**config.mk**
```make
export PLATFORM = sky130hd
export DESIGN_NAME = rsc_select
export DESIGN_NICKNAME = d
export VERILOG_FILES = /design/src/rsc_pkg.sv /design/src/rsc_prediv.sv /design/src/rsc_select.sv
export SDC_FILE = /design/constraint.sdc
export NUM_CORES = 1
export LEC_CHECK = 0
export ABC_AREA = 1
export BUFFER_PORTS_ARGS = -buffer_cell sky130_fd_sc_hd__buf_2
export CORE_ASPECT_RATIO = 0.8
export CORE_MARGIN = 2
export CORE_UTILIZATION = 25
export CTS_CLUSTER_SIZE = 14
export DETAILED_ROUTE_END_ITERATION = 7
export GPL_TIMING_DRIVEN = 0
export HOLD_SLACK_MARGIN = 0.02
export PLACE_DENSITY = 0.53
export SLEW_MARGIN = 5
export SYNTH_ARGS = -nofsm -noshare
export SYNTH_HDL_FRONTEND = slang
export SYNTH_SLANG_ARGS = --single-unit
```
**constraint.sdc**
```tcl
create_clock -name clock -period 3.6 [get_ports clock]
set_input_delay 0.72 -clock clock [delete_from_list [all_inputs] [get_ports clock]]
set_output_delay 0.72 -clock clock [all_outputs]
set_load 0.1 [all_outputs]
```
**src/rsc_pkg.sv**
```systemverilog
// Constants, field layout and config carrier for reference input selection
package rsc_pkg;

    // Register offsets on the configuration port
    localparam logic [7:0] ADDR_PRIORITY = 8'h14;
    localparam logic [7:0] ADDR_MODE     = 8'h15;
    localparam logic [7:0] ADDR_HOLDOFF  = 8'h16;
    localparam logic [7:0] ADDR_MONITOR  = 8'h17;

    // Field positions, priority register
    localparam int PRIO0_LSB = 6;
    localparam int PRIO1_LSB = 4;

    // Field positions, mode register
    localparam int LOSS_BLOCK_BIT = 6;
    localparam int PREDIV_BIT     = 5;
    localparam int REVERTIVE_SWITCH_ENABLE_BIT       = 4;
    localparam int MODE_LSB       = 2;
    localparam int SEL_LSB        = 0;

    // Field positions, monitor register
    localparam int PRESCALE_LSB  = 6;
    localparam int POWERDOWN_LSB = 2;
    localparam int COUNTER_LSB   = 0;

    // Reset values
    localparam logic [1:0] PRIO0_RST    = 2'h3;
    localparam logic [1:0] PRIO1_RST    = 2'h2;
    localparam logic [1:0] MODE_RST     = 2'h0;
    localparam logic [1:0] SEL_RST      = 2'h0;
    localparam logic       PREDIV_RST   = 1'h0;
    localparam logic       REVERTIVE_SWITCH_ENABLE_RST     = 1'h0;
    localparam logic       LOSS_BLK_RST = 1'h0;
    localparam logic [7:0] HOLDOFF_RST  = 8'h80;
    localparam logic [1:0] FIELD2_RST   = 2'h0;

    // Manual select codes and pre-divider count
    localparam logic [1:0] SEL_IN0      = 2'h0;
    localparam logic [1:0] SEL_IN1      = 2'h1;
    localparam logic [1:0] PREDIV_LAST  = 2'h3;
    localparam logic [1:0] ONE2         = 2'h1;
    localparam logic [7:0] ZERO8        = 8'h00;

    // Selection mode codes; low bit set means automatic selection
    typedef enum logic [1:0] {
        RSC_MODE_MANUAL   = 2'b00,
        RSC_MODE_AUTO     = 2'b01,
        RSC_MODE_SHORT_HO = 2'b10,
        RSC_MODE_AUTO_HO  = 2'b11
    } rsc_mode_t;

    // Full configuration image
    typedef struct packed {
        logic [1:0] prio0;
        logic [1:0] prio1;
        logic       loss_block_enable;
        logic       monitor_prediv_select;
        logic       revertive_switch_enable;
        rsc_mode_t  selection_mode;
        logic [1:0] manual_select;
        logic [7:0] holdoff_count;
        logic [1:0] holdoff_prescale;
        logic [1:0] input_powerdown;
        logic [1:0] activity_monitor_counter;
    } rsc_cfg_t;

endpackage

```
**src/rsc_prediv.sv**
```systemverilog
// Activity monitor pre-divider for one reference input
`timescale 1ns/100ps
`default_nettype none
module rsc_prediv (
    // Clock and reset
    input  wire logic clock,
    input  wire logic rst,
    // Monitored input edge and divider choice
    input  wire logic edge_in,
    input  wire logic div4,
    // Divided activity tick
    output logic      tick
);
    logic [1:0] count;
    wire        wrap = (count == rsc_pkg::PREDIV_LAST);
    wire        pass = edge_in & (~div4 | wrap);

    // Count edges; counter idles at zero while dividing by one
    always_ff @(posedge clock) begin
        if (rst) begin
            count <= 2'h0;
            tick  <= 1'b0;
        end else begin
            if (edge_in && div4) begin
                count <= count + rsc_pkg::ONE2;
            end else if (!div4) begin
                count <= 2'h0;
            end
            tick <= pass;
        end
    end
endmodule // rsc_prediv
`default_nettype wire

```
**src/rsc_select.sv**
```systemverilog
// Reference input selection registers and active reference choice
// Notes on behaviour
// - Each input has a two-bit priority, 11 highest, resetting to 11 for input 0 and 10 for 1.
// - On equal priority automatic selection keeps the current input and does not move to input 0.
// - The monitor pre-divider select divides by one when clear and by four when set, reset 0.
// - With revertive switching off, revalidation of an unselected input keeps the selection.
// - Revertive switching acts only in automatic modes and is ignored in manual mode.
// - In manual mode select code 00 picks input 0 and code 01 picks input 1.
// - In automatic modes (mode low bit one) the manual select field has no effect.
`timescale 1ns/100ps
`default_nettype none
module rsc_select (
    // Clock and reset
    input  wire logic            clock,
    input  wire logic            rst,
    // Register port from the serial front end
    input  wire logic            wr_en,
    input  wire logic            rd_en,
    input  wire logic [7:0]      addr,
    input  wire logic [7:0]      wdata,
    output logic      [7:0]      rdata,
    // Reference status and activity
    input  wire logic [1:0]      ref_valid,
    input  wire logic [1:0]      ref_edge,
    // Selection results
    output logic                 active_ref,
    output logic                 holdover,
    output logic      [1:0]      monitor_tick,
    output rsc_pkg::rsc_cfg_t    cfg
);
    // Address decode
    wire hit_prio = (addr == rsc_pkg::ADDR_PRIORITY);
    wire hit_mode = (addr == rsc_pkg::ADDR_MODE);
    wire hit_hold = (addr == rsc_pkg::ADDR_HOLDOFF);
    wire hit_mon  = (addr == rsc_pkg::ADDR_MONITOR);

    // Readback words; reserved positions are constant zero
    wire [7:0] rd_prio = {cfg.prio0, cfg.prio1, 4'h0};
    wire [7:0] rd_mode = {1'b0, cfg.loss_block_enable, cfg.monitor_prediv_select,
                          cfg.revertive_switch_enable, cfg.selection_mode,
                          cfg.manual_select};
    wire [7:0] rd_mon  = {cfg.holdoff_prescale, 2'h0, cfg.input_powerdown,
                          cfg.activity_monitor_counter};
    wire [7:0] rd_word = hit_prio ? rd_prio :
                         hit_mode ? rd_mode :
                         hit_hold ? cfg.holdoff_count :
                         hit_mon  ? rd_mon : rsc_pkg::ZERO8;

    // Register writes; reserved bits are never stored
    always_ff @(posedge clock) begin
        if (rst) begin
            cfg.prio0                    <= rsc_pkg::PRIO0_RST;
            cfg.prio1                    <= rsc_pkg::PRIO1_RST;
            cfg.loss_block_enable        <= rsc_pkg::LOSS_BLK_RST;
            cfg.monitor_prediv_select    <= rsc_pkg::PREDIV_RST;
            cfg.revertive_switch_enable  <= rsc_pkg::REVERTIVE_SWITCH_ENABLE_RST;
            cfg.selection_mode           <= rsc_pkg::RSC_MODE_MANUAL;
            cfg.manual_select            <= rsc_pkg::SEL_RST;
            cfg.holdoff_count            <= rsc_pkg::HOLDOFF_RST;
            cfg.holdoff_prescale         <= rsc_pkg::FIELD2_RST;
            cfg.input_powerdown          <= rsc_pkg::FIELD2_RST;
            cfg.activity_monitor_counter <= rsc_pkg::FIELD2_RST;
        end else if (wr_en) begin
            if (hit_prio) begin
                cfg.prio0 <= wdata[rsc_pkg::PRIO0_LSB +: 2];
                cfg.prio1 <= wdata[rsc_pkg::PRIO1_LSB +: 2];
            end
            if (hit_mode) begin
                cfg.loss_block_enable       <= wdata[rsc_pkg::LOSS_BLOCK_BIT];
                cfg.monitor_prediv_select   <= wdata[rsc_pkg::PREDIV_BIT];
                cfg.revertive_switch_enable <= wdata[rsc_pkg::REVERTIVE_SWITCH_ENABLE_BIT];
                cfg.selection_mode          <= rsc_pkg::rsc_mode_t'(wdata[rsc_pkg::MODE_LSB +: 2]);
                cfg.manual_select           <= wdata[rsc_pkg::SEL_LSB +: 2];
            end
            if (hit_hold) begin
                cfg.holdoff_count <= wdata;
            end
            if (hit_mon) begin
                cfg.holdoff_prescale         <= wdata[rsc_pkg::PRESCALE_LSB +: 2];
                cfg.input_powerdown          <= wdata[rsc_pkg::POWERDOWN_LSB +: 2];
                cfg.activity_monitor_counter <= wdata[rsc_pkg::COUNTER_LSB +: 2];
            end
        end
    end

    // Registered readback; unmapped addresses answer zero
    always_ff @(posedge clock) begin
        if (rst) begin
            rdata <= rsc_pkg::ZERO8;
        end else if (rd_en) begin
            rdata <= rd_word;
        end
    end

    // Best valid input by priority, input 0 winning ties
    wire       auto_mode = cfg.selection_mode[0];
    wire       best_sel  = ~(ref_valid[0] & (~ref_valid[1] | (cfg.prio0 >= cfg.prio1)));
    wire [1:0] best_prio = best_sel ? cfg.prio1 : cfg.prio0;
    wire [1:0] cur_prio  = active_ref ? cfg.prio1 : cfg.prio0;
    wire       any_valid = |ref_valid;
    wire       cur_ok    = ref_valid[active_ref];
    // Revert only on strictly higher priority, so equal inputs never ping-pong
    wire       revert    = cfg.revertive_switch_enable & (best_prio > cur_prio);
    wire       manual_pick = (cfg.manual_select == rsc_pkg::SEL_IN1);
    wire       auto_pick = (!any_valid || (cur_ok && !revert)) ? active_ref : best_sel;
    wire       next_active   = auto_mode ? auto_pick : manual_pick;
    wire       next_holdover = auto_mode & ~any_valid;

    // Active reference register; holdover keeps the last choice
    always_ff @(posedge clock) begin
        if (rst) begin
            active_ref <= 1'b0;
            holdover   <= 1'b0;
        end else begin
            active_ref <= next_active;
            holdover   <= next_holdover;
        end
    end

    // One pre-divider per monitored input
    genvar gi;
    generate
        for (gi = 0; gi < 2; gi = gi + 1) begin : g_prediv
            rsc_prediv u_prediv (
                .clock   (clock),
                .rst     (rst),
                .edge_in (ref_edge[gi]),
                .div4    (cfg.monitor_prediv_select),
                .tick    (monitor_tick[gi])
            );
        end
    endgenerate
endmodule // rsc_select
`default_nettype wire

```
==> results.yml, run 1 <==
worst_setup_path:
  rr_endpoint: "active_ref"
  timing.rr.start: "cfg[23]"
  endpoint: "active_ref"
  cp.arrival_ns: 2.36
  reg2reg_depth: 17
  critical_path_class: "flip-flop to flip-flop"
  cp_slowest_stage_delay_ns: 0.36
  crit_chain: "inv_1 > ha_1 > inv_1 > nand2_1 > nand2_1 > nand2_1 > nand2_1 > nand2_1 > o21ai_0 > ha_1 > a21oi_1 > nand2_1 > nand2_1 > nand2_1 > nand2_1 > nand2_1 > a21oi_1"
  timing.critical_path.mode_cell: "nand2_1"
  start_kind: "flip-flop"
  required_ns: 3.82
  reg2reg_slack_ns: 1.46
  crit_fanout: 5
  crit_path_top_delay_cell: "dfxtp_1"
  endpoint_kind: "flip-flop"
  crit_start: "cfg[23]"
pwr:
  switching_power_uw: 230.7
  clkPwrFrac: 0.375
  power.share.sequential: 0.516
  peakVddDrop_uv: 129.0
  p_int_uw: 656.5
  swShare: 0.2600
  combPwrFrac: 0.110
  p_leak_uw: 0.001238
  power_density_nw_per_um2: 339.2
flow_run:
  maxCapViolations: 0
sta:
  worstMarginPinSlew_ns: 0.5468
  timing.setup.tns_ns: 0
  period_share: 0.5951
  finalSetupViolCount: 0
  rsz0062_at_grt: "false"
  skew_ns: 0.003957
  hold_slack_ns: 0.4679
  fin_ws_ns: 1.458
  period_needed_ns: 2.142
  fmaxAchievable_mhz: 466.8
  slew_viol_final: 0
  hold_violations: 0
  maxSlewHeadroom: 0.6355
synth:
  synth_cell_types: 25
  synth_seq_cells: 41
  ys_seq_area_frac: 0.3940
  avgSynthCellArea_sq_um: 7.361
  syn-cell-area_sq_um: 2083
  synth_warnings: 0
  synth_fp_nets: 313
  syn_inst: 283
clocking:
  cts.root.buffer_cell: "clkbuf_8"
  cts_resized: 0
  cts_tree: "done"
  cts.sinks: 41
  clk_path_buf_depth: 2
  cts_setup_buffers: 0
  clkSlewWorstSetupHoldPaths_ns: 0.08
  ctsHoldBuffers: 0
  clkLatencyLatePin_ns: 0.29
  cts_buffers: 5
  htree_levels: 2
layout:
  fin_cells: 458
  drive_above_1_share: 0.2714
  diodes: 0
  final_nets: 379
  area_delta_synth_final_pct: 25.53
  final_core_util: 0.3261
floorplanning:
  coreArea_sq_um: 8019
  fp.dieW_um: 106.1
  rows: 29
  die_y_um: 85.65
  dieArea_sq_um: 9084
  start_util: 0.2598
  ios: 61
routing:
  post_drt_via_cell_ratio: 4.456
  drc_errors: 0
  drt-initial-drc-count: 101
  wire_per_inst_um: 12.62
  num_vias: 2041
  wl_um: 5782
  drtAntennaViolNets: 0
  dr.pass1.iters: 4
hold_path:
  hp-class: "flip-flop to flip-flop"
placement:
  port_buffers: 59
  pre_cts_ws_ns: 1.405
  dp_hpwl_um: 4603
  gp_congestion: 0.8299
  placed_cells: 450
grt:
  grtUsageTotal: 0.1282
  antenna_found_initial: 0
  grt_first_pass_wirelength_um: 9156
  grt_max_degree: 13
  grt_pass1_vias: 1878
  grt-ovfl-total: 0
status:
  status: "finished clean"
power groups by stage:
stage               Clock [uW]  Sequential, uW  Combinational, uW
finish                     332             458               97.3
CTS                        343             458               98.0
floorplan                    0             480               52.2
detailed placement           0             468               97.5
global placement             0             468               96.3
global route               360             458                106
placed cells by master, fill, tap and decap left out, drive strengths merged:
cell,Yosys,layout
nand3,36,36
clkbuf,4,11
o21ai,27,27
buf,8,67
nor3,1,1
a21oi,37,37
nand2,65,65
a211oi,2,2
nor2,20,20
inv,35,35
ha,6,6
dfxtp,41,41
clkinv,1,2
registers in the layout, summed over array words and instances (netlist names):
register	count
active_ref	1
cfg	25
g_prediv.u_prediv.count	4
g_prediv.u_prediv.tick	2
holdover	1
rdata	8
layer usage:
layer | wire length (um) | track usage
met1 | 2962 | 0.1856
met3 | 342 | 0.03267
met2 | 2442 | 0.1918
met4 | 34 | 0.02871
met5 | 0 | 0
kinds of logic (layout without fill, tap and decap cells):
family,after synthesis,count (layout),synth area share
DFF,41,41,0.3940
AOI/OAI and AO/OA,66,66,0.1664
adders and majority gates,6,6,0.03604
and+or+nand+nor,122,122,0.2925
buffers and inverters,48,115,0.1111
worst min-delay path by stage:
stage | cells past startpoint | startpoint | endpoint | slack (ns)
floorplan | 1 | g_prediv[0].u_prediv.count[0] | g_prediv[0].u_prediv.count[0] | 0.45
global placement | 2 | rdata[4] | rdata[4] | 0.46
detailed placement | 2 | rdata[4] | rdata[4] | 0.46
CTS | 2 | rdata[4] | rdata[4] | 0.47
global route | 2 | cfg[5] | cfg[5] | 0.49
finish | 2 | cfg[5] | cfg[5] | 0.47
worst max-delay path: cells and delay by family (launching register included):
family | cells | cell delay, ns
adder cells (fa/ha/maj) | 2 | 0.61
AND/OR/NAND/NOR | 10 | 0.60
flip-flops | 1 | 0.36
AO/OA/AOI/OAI | 3 | 0.34
buffers and inverters | 2 | 0.16
through the flow:
| stage | area, sq um | total power, uW |
|---|---|---|
| 2_1_floorplan | 2083 | 532.6 |
| 3_3_place_gp | 2514 | 564.6 |
| 3_5_place_dp | 2514 | 565.8 |
| 4_1_cts | 2615 | 899.0 |
| 5_1_grt | 2615 | 924.6 |
| 6_report | 2615 | 887.1 |
synth_stat cells:
master	n	area, sq um
nor2_1	15	56.30
buf_6	3	33.78
nand3_4	1	17.52
inv_1	33	123.9
a211oi_1	2	15.01
nor3_1	1	5.000
a21oi_2	3	26.28
buf_4	3	22.52
inv_2	2	7.510
dfxtp_1	41	820.8
a21oi_1	34	170.2
buf_2	1	5.000
clkbuf_1	4	15.01
nand3_2	3	30.03
nand2_2	3	18.77
nand2_1	60	225.2
nand3_1	32	160.2
clkinv_4	1	8.760
nand2_4	2	22.52
ha_1	6	75.07
o21ai_0	22	110.1
buf_8	1	15.01
o21ai_1	5	25.02
nor2_4	3	33.78
nor2_8	2	40.04
area by class of cell:
| class | count | area [sq um] |
|---|---|---|
| Buffer | 12 | 91.34 |
| Inverter | 36 | 140.1 |
| Sequential cell | 41 | 820.8 |
| Clock buffer | 7 | 96.34 |
| Multi-Input combinational cell | 194 | 1031 |
| Clock inverter | 1 | 5.005 |
| Tap cell | 108 | 135.1 |
| Timing Repair Buffer | 59 | 295.3 |
| Fill cell | 885 | 5404 |
Power figures use the tool's default switching activity.
==> run 2, diff against run 1 <==
Settings changed: ABC_AREA 1 to 0, PLACE_DENSITY 0.53 to 0.55.
Clock period 3.6 ns to 1.8 ns, I/O delays scaled along.
==> results.yml, run 2 <==
status:
  status: "finished, violations left"
  failed_checks: "negative setup slack"
layout:
  layout_common_cells: "59 x buf_2, 37 x dfxtp_1, 31 x nor2_1, 27 x mux2i_1, 12 x buf_4"
  fin_area_sq_um: 2600
  area_delta_synth_final_pct: 36.35
  layout_commonest_cell: "buf_2"
  fillers: 782
  drive_above_1_share: 0.3694
  final_nets: 297
  diodes: 0
  largest_register_ffs: 25
  top_register: "cfg"
  top_regs: "cfg (25), rdata (8), g_prediv.u_prediv.count (4)"
sta:
  finalSetupViolCount: 1
  fmaxAchievable_mhz: 439.9
  period_needed_ns: 2.273
  fin_ws_ns: -0.4732
  maxSlewHeadroom: 0.6423
  slew_viol_final: 0
  worstMarginPinSlew_ns: 0.5366
  timing.setup.tns_ns: -0.4732
  rsz0062_at_grt: "true"
  hold_violations: 0
  skew_ns: 0.004018
  period_share: 1.263
  hold_slack_ns: 0.2851
routing:
  wire_per_inst_um: 13.91
  drtAntennaViolNets: 0
  drt-initial-drc-count: 46
  post_drt_via_cell_ratio: 4.373
  dr.pass1.iters: 4
  num_vias: 1631
  wl_um: 5187
  drc_errors: 0
clocking:
  clkSlewWorstSetupHoldPaths_ns: 0.08
  cts.root.buffer_cell: "clkbuf_8"
  clkLatencyLatePin_ns: 0.30
  clk_path_buf_depth: 2
  htree_levels: 2
  cts.sinks: 41
  cts_tree: "done"
  cts_buffers: 5
synth:
  syn_inst: 194
  synth.most_common_cell: "dfxtp_1"
  synth_warnings: 0
  yosysTopAreaCell: "dfxtp_1"
  synth_top_area_frac: 0.4304
  ys_seq_area_frac: 0.4304
  synth_fp_nets: 224
  synth_seq_cells: 41
  synth_area_leaders: "dfxtp_1 43%, mux2i_1 14%, nor2_1 6.1%"
  synthArstFlopShare: 0
  syn-cell-area_sq_um: 1907
  synth_cell_types: 34
  ys.flop_type: "dfxtp_1"
  avgSynthCellArea_sq_um: 9.829
  synth-edff-count: 0
  ys_top_cells_by_count: "41 x dfxtp_1, 31 x nor2_1, 27 x mux2i_1"
floorplanning:
  coreArea_sq_um: 7392
  rows: 28
  die_y_um: 82.12
  dieArea_sq_um: 8346
  fp.dieW_um: 101.6
  ios: 61
  start_util: 0.2580
worst_setup_path:
  reg2reg_depth: 11
  required_ns: 1.97
  crit_chain: "inv_4 > ha_4 > nand2b_4 > a21oi_4 > nand2b_4 > mux2_4 > ha_4 > nor2b_1 > o211ai_1 > mux2i_1 > a311oi_1"
  crit_fanout: 2
  rr_endpoint: "active_ref"
  cp_slowest_stage_delay_ns: 0.37
  endpoint_kind: "flip-flop"
  critical_path_class: "flip-flop to flip-flop"
  timing.rr.start: "cfg[23]"
  cp.arrival_ns: 2.44
  critPathTopFamily: "multiplexers"
  reg2reg_slack_ns: -0.47
  crit_start: "cfg[23]"
  start_kind: "flip-flop"
  crit_path_top_delay_cell: "dfxtp_4"
  endpoint: "active_ref"
  critPathBufInv: 1
  path_depth: 11
placement:
  dp_hpwl_um: 3867
  port_buffers: 58
  placement.cell_area_sq_um: 2397
  gp_congestion: 0.7517
hold_path:
  hp-class: "input pin to flip-flop"
  hold_start: "ref_valid[0]"
grt:
  grtUsageTotal: 0.1311
  grt_max_degree: 13
  met3_usage: 0.03956
  grt_first_pass_wirelength_um: 8100
  grt_pass1_vias: 1588
  use_met2: 0.2039
  grt.busiest_layer: "met2"
  grt-ovfl-total: 0
  antenna_found_initial: 0
  grt.met1_usage: 0.1733
pwr:
  total_power_uw: 1781
  peakVddDrop_uv: 318.4
  p_leak_uw: 0.001072
  power_density_nw_per_um2: 685.1
flow_run:
  maxCapViolations: 0
## run 2: changes by cell type after synthesis, moves of 7 or more
cell / before / now
nand2_1: 60 / 3
o32ai_1: 0 / 7
nor2_1: 15 / 31
o21ai_0: 22 / 1
a21oi_1: 34 / 9
mux2i_1: 0 / 27
inv_1: 33 / 11
nand3_1: 32 / 1
## run 2: layout make-up
cell class,count,area [sq um],area share
multi-input cells,129,1055,0.4057
flip-flops and latches,41,835.8,0.3215
repair buffers,66,350.3,0.1347
well taps,105,131.4,0.05053
clock buffers,8,111.4,0.04283
plain buffers,13,72.57,0.02791
inverters,11,43.79,0.01684
## run 2: where the power goes
| group | internal [uW] | switching, uW |
|---|---|---|
| clock network | 397 | 331 |
| registers | 903 | 1.30 |
| logic | 52.4 | 96.4 |
| total | 1350 | 429 |
## run 2: through the flow
step                      std cells  setup slack (ns)  utilization
after detailed placement        357           -0.5391       0.3243
final                           373           -0.4732       0.3517
after global placement          357           -0.5278       0.3243
after CTS                       372           -0.4844       0.3470
after global routing            373           -0.5837       0.3517
after floorplan                 194           -0.6909            -
## run 2: cells by family (layout without fill, tap and decap cells)
family,after synthesis,in the layout,share of synthesized area
fa+ha+maj,6,6,0.03937
mux,34,34,0.1890
xor+xnor,2,2,0.009188
simple gates,61,61,0.1811
compound gates,26,26,0.09318
buf+inv,24,98,0.05774
flops,41,41,0.4304
## run 2: repair_timing
action | CTS | global route
gates resized for setup | 2 | 3
setup buffers | 7 | 1
pin swaps | 2 | 2
setup endpoints to repair | 13 | 14
hold buffers | 0 | 0
## run 2: worst min-delay path by stage
stage                to  slack, ns  cells past startpoint
2_1_floorplan  holdover       0.44                      1
3_3_place_gp   rdata[6]       0.45                      2
3_5_place_dp   rdata[6]       0.46                      2
4_1_cts        holdover       0.26                      2
5_1_grt        holdover       0.29                      2
6_report       holdover       0.29                      2
## run 2: per-layer routing
layer  wire length [um]  share of wire
met1               2611           0.50
met2               2150           0.41
met3                357          0.069
met4                 67          0.013
met5                  0              0
==> run 3, diff against run 2 <==
Settings changed: REMOVE_ABC_BUFFERS set to 1.
==> results.yml, run 3 (synthesized netlist as in run 2, its figures left out) <==
worst_setup_path:
  start_kind: "flip-flop"
  endpoint_kind: "flip-flop"
  cp.arrival_ns: 2.51
  cp_slowest_stage_delay_ns: 0.37
  crit_chain: "inv_4 > ha_4 > nand2b_4 > a21oi_4 > nand2b_4 > mux2_4 > ha_4 > nor2b_4 > o211ai_1 > mux2i_1 > a311oi_1"
  crit_path_top_delay_cell: "dfxtp_4"
  crit_fanout: 2
  critical_path_class: "flip-flop to flip-flop"
  required_ns: 1.94
pwr:
  peakVddDrop_uv: 393.2
  p_leak_uw: 0.001103
  power_density_nw_per_um2: 696.6
grt:
  grt_max_degree: 43
  grt_pass1_vias: 1554
  grt_first_pass_wirelength_um: 8431
  grtUsageTotal: 0.1321
  antenna_found_initial: 0
  grt-ovfl-total: 0
layout:
  top_regs: "cfg (25), rdata (8), g_prediv.u_prediv.count (4)"
  final_core_util: 0.3533
  layout_common_cells: "60 x buf_2, 37 x dfxtp_1, 31 x nor2_1, 27 x mux2i_1, 15 x buf_4"
  drive_above_1_share: 0.3939
  fin_area_sq_um: 2611
  area_delta_synth_final_pct: 36.94
  layout_commonest_cell: "buf_2"
  fin_cells: 369
  top_register: "cfg"
  fillers: 776
  diodes: 0
  final_nets: 293
  largest_register_ffs: 25
clocking:
  ctsHoldBuffers: 0
  cts.root.buffer_cell: "clkbuf_8"
  clkSlewWorstSetupHoldPaths_ns: 0.08
  cts.sinks: 41
  clkLatencyLatePin_ns: 0.28
  htree_levels: 2
  cts_tree: "done"
  cts_buffers: 5
  clk_path_buf_depth: 2
sta:
  period_needed_ns: 2.373
  hold_violations: 0
  timing.setup.tns_ns: -0.5729
  fmaxAchievable_mhz: 421.4
  finalSetupViolCount: 1
  period_share: 1.318
  skew_ns: 0.008804
  fin_ws_ns: -0.5729
  rsz0062_at_grt: "true"
  worstMarginPinSlew_ns: 0.7651
  slew_viol_final: 0
  maxSlewHeadroom: 0.4899
hold_path:
  hp-class: "input pin to flip-flop"
status:
  status: "finished, violations left"
  failed_checks: "negative setup slack"
placement:
  placed_cells: 347
  gp_congestion: 0.6838
  port_buffers: 60
  dp_hpwl_um: 3551
  pre_cts_ws_ns: -0.9559
  placement.cell_area_sq_um: 2282
routing:
  wire_per_inst_um: 14.54
  drt-initial-drc-count: 70
  wl_um: 5365
  post_drt_via_cell_ratio: 4.458
  drtAntennaViolNets: 0
  drc_errors: 0
  num_vias: 1645
  dr.pass1.iters: 4
floorplanning:
  coreArea_sq_um: 7392
  start_util: 0.2580
  dieArea_sq_um: 8346
  die_y_um: 82.12
  rows: 28
  ios: 61
  fp.dieW_um: 101.6
flow_run:
  maxCapViolations: 0
-- run 3: worst max-delay path: cells and delay by family (launching register included) --
family                   cells  cell delay, ns
AND/OR/NAND/NOR              3            0.40
buffers and inverters        1            0.04
multiplexers                 2            0.56
flip-flops                   1            0.37
AO/OA/AOI/OAI                3            0.46
adder cells (fa/ha/maj)      2            0.42
-- run 3: power breakdown --
part | internal (uW) | total (uW) | switching (uW)
logic | 48.3 | 143 | 94.5
registers | 905 | 906 | 1.16
clock network | 453 | 770 | 318
-- run 3: routing by layer --
metal / GRT usage / up-vias / share of wire
met5: 0 / - / 0
met3: 0.03620 / 2 / 0.065
li1: - / 818 / -
met2: 0.2046 / 51 / 0.44
met4: 0.02027 / 0 / 0.0043
met1: 0.1871 / 774 / 0.49
-- run 3: final timing paths --
path / startpoint / to / slack [ns] / cells after the start
setup / recovery: cfg[23] / active_ref / -0.57 / 11
hold / removal: ref_valid[0] / holdover / 0.31 / 2
setup reg to reg: cfg[23] / active_ref / -0.57 / 11
hold reg to reg: rdata[2] / rdata[2] / 0.47 / 2
-- run 3: what timing repair did --
action                     in CTS  in global routing
setup endpoints to repair      29                 17
gates cloned                    0                  0
setup buffers                  12                  2
pin swaps                       6                  6
resized for setup              18                  4
-- run 3: stage by stage --
step,hold slack (ns),total power (uW)
2_1_floorplan,0.4291,992.7
6_report,0.3141,1819
4_1_cts,0.2685,1835
3_3_place_gp,0.4574,1063
5_1_grt,0.2980,1906
3_5_place_dp,0.4639,1064
-- run 3: layout make-up --
cell class	count	area, sq um	share of cell area
Tap cell	105	131.4	0.05031
Inverter	11	43.79	0.01677
Timing Repair Buffer	75	412.9	0.1581
Clock inverter	1	30.03	0.01150
Clock buffer	7	86.33	0.03306
Multi-Input combinational cell	129	1074	0.4111
Sequential cell	41	833.3	0.3191
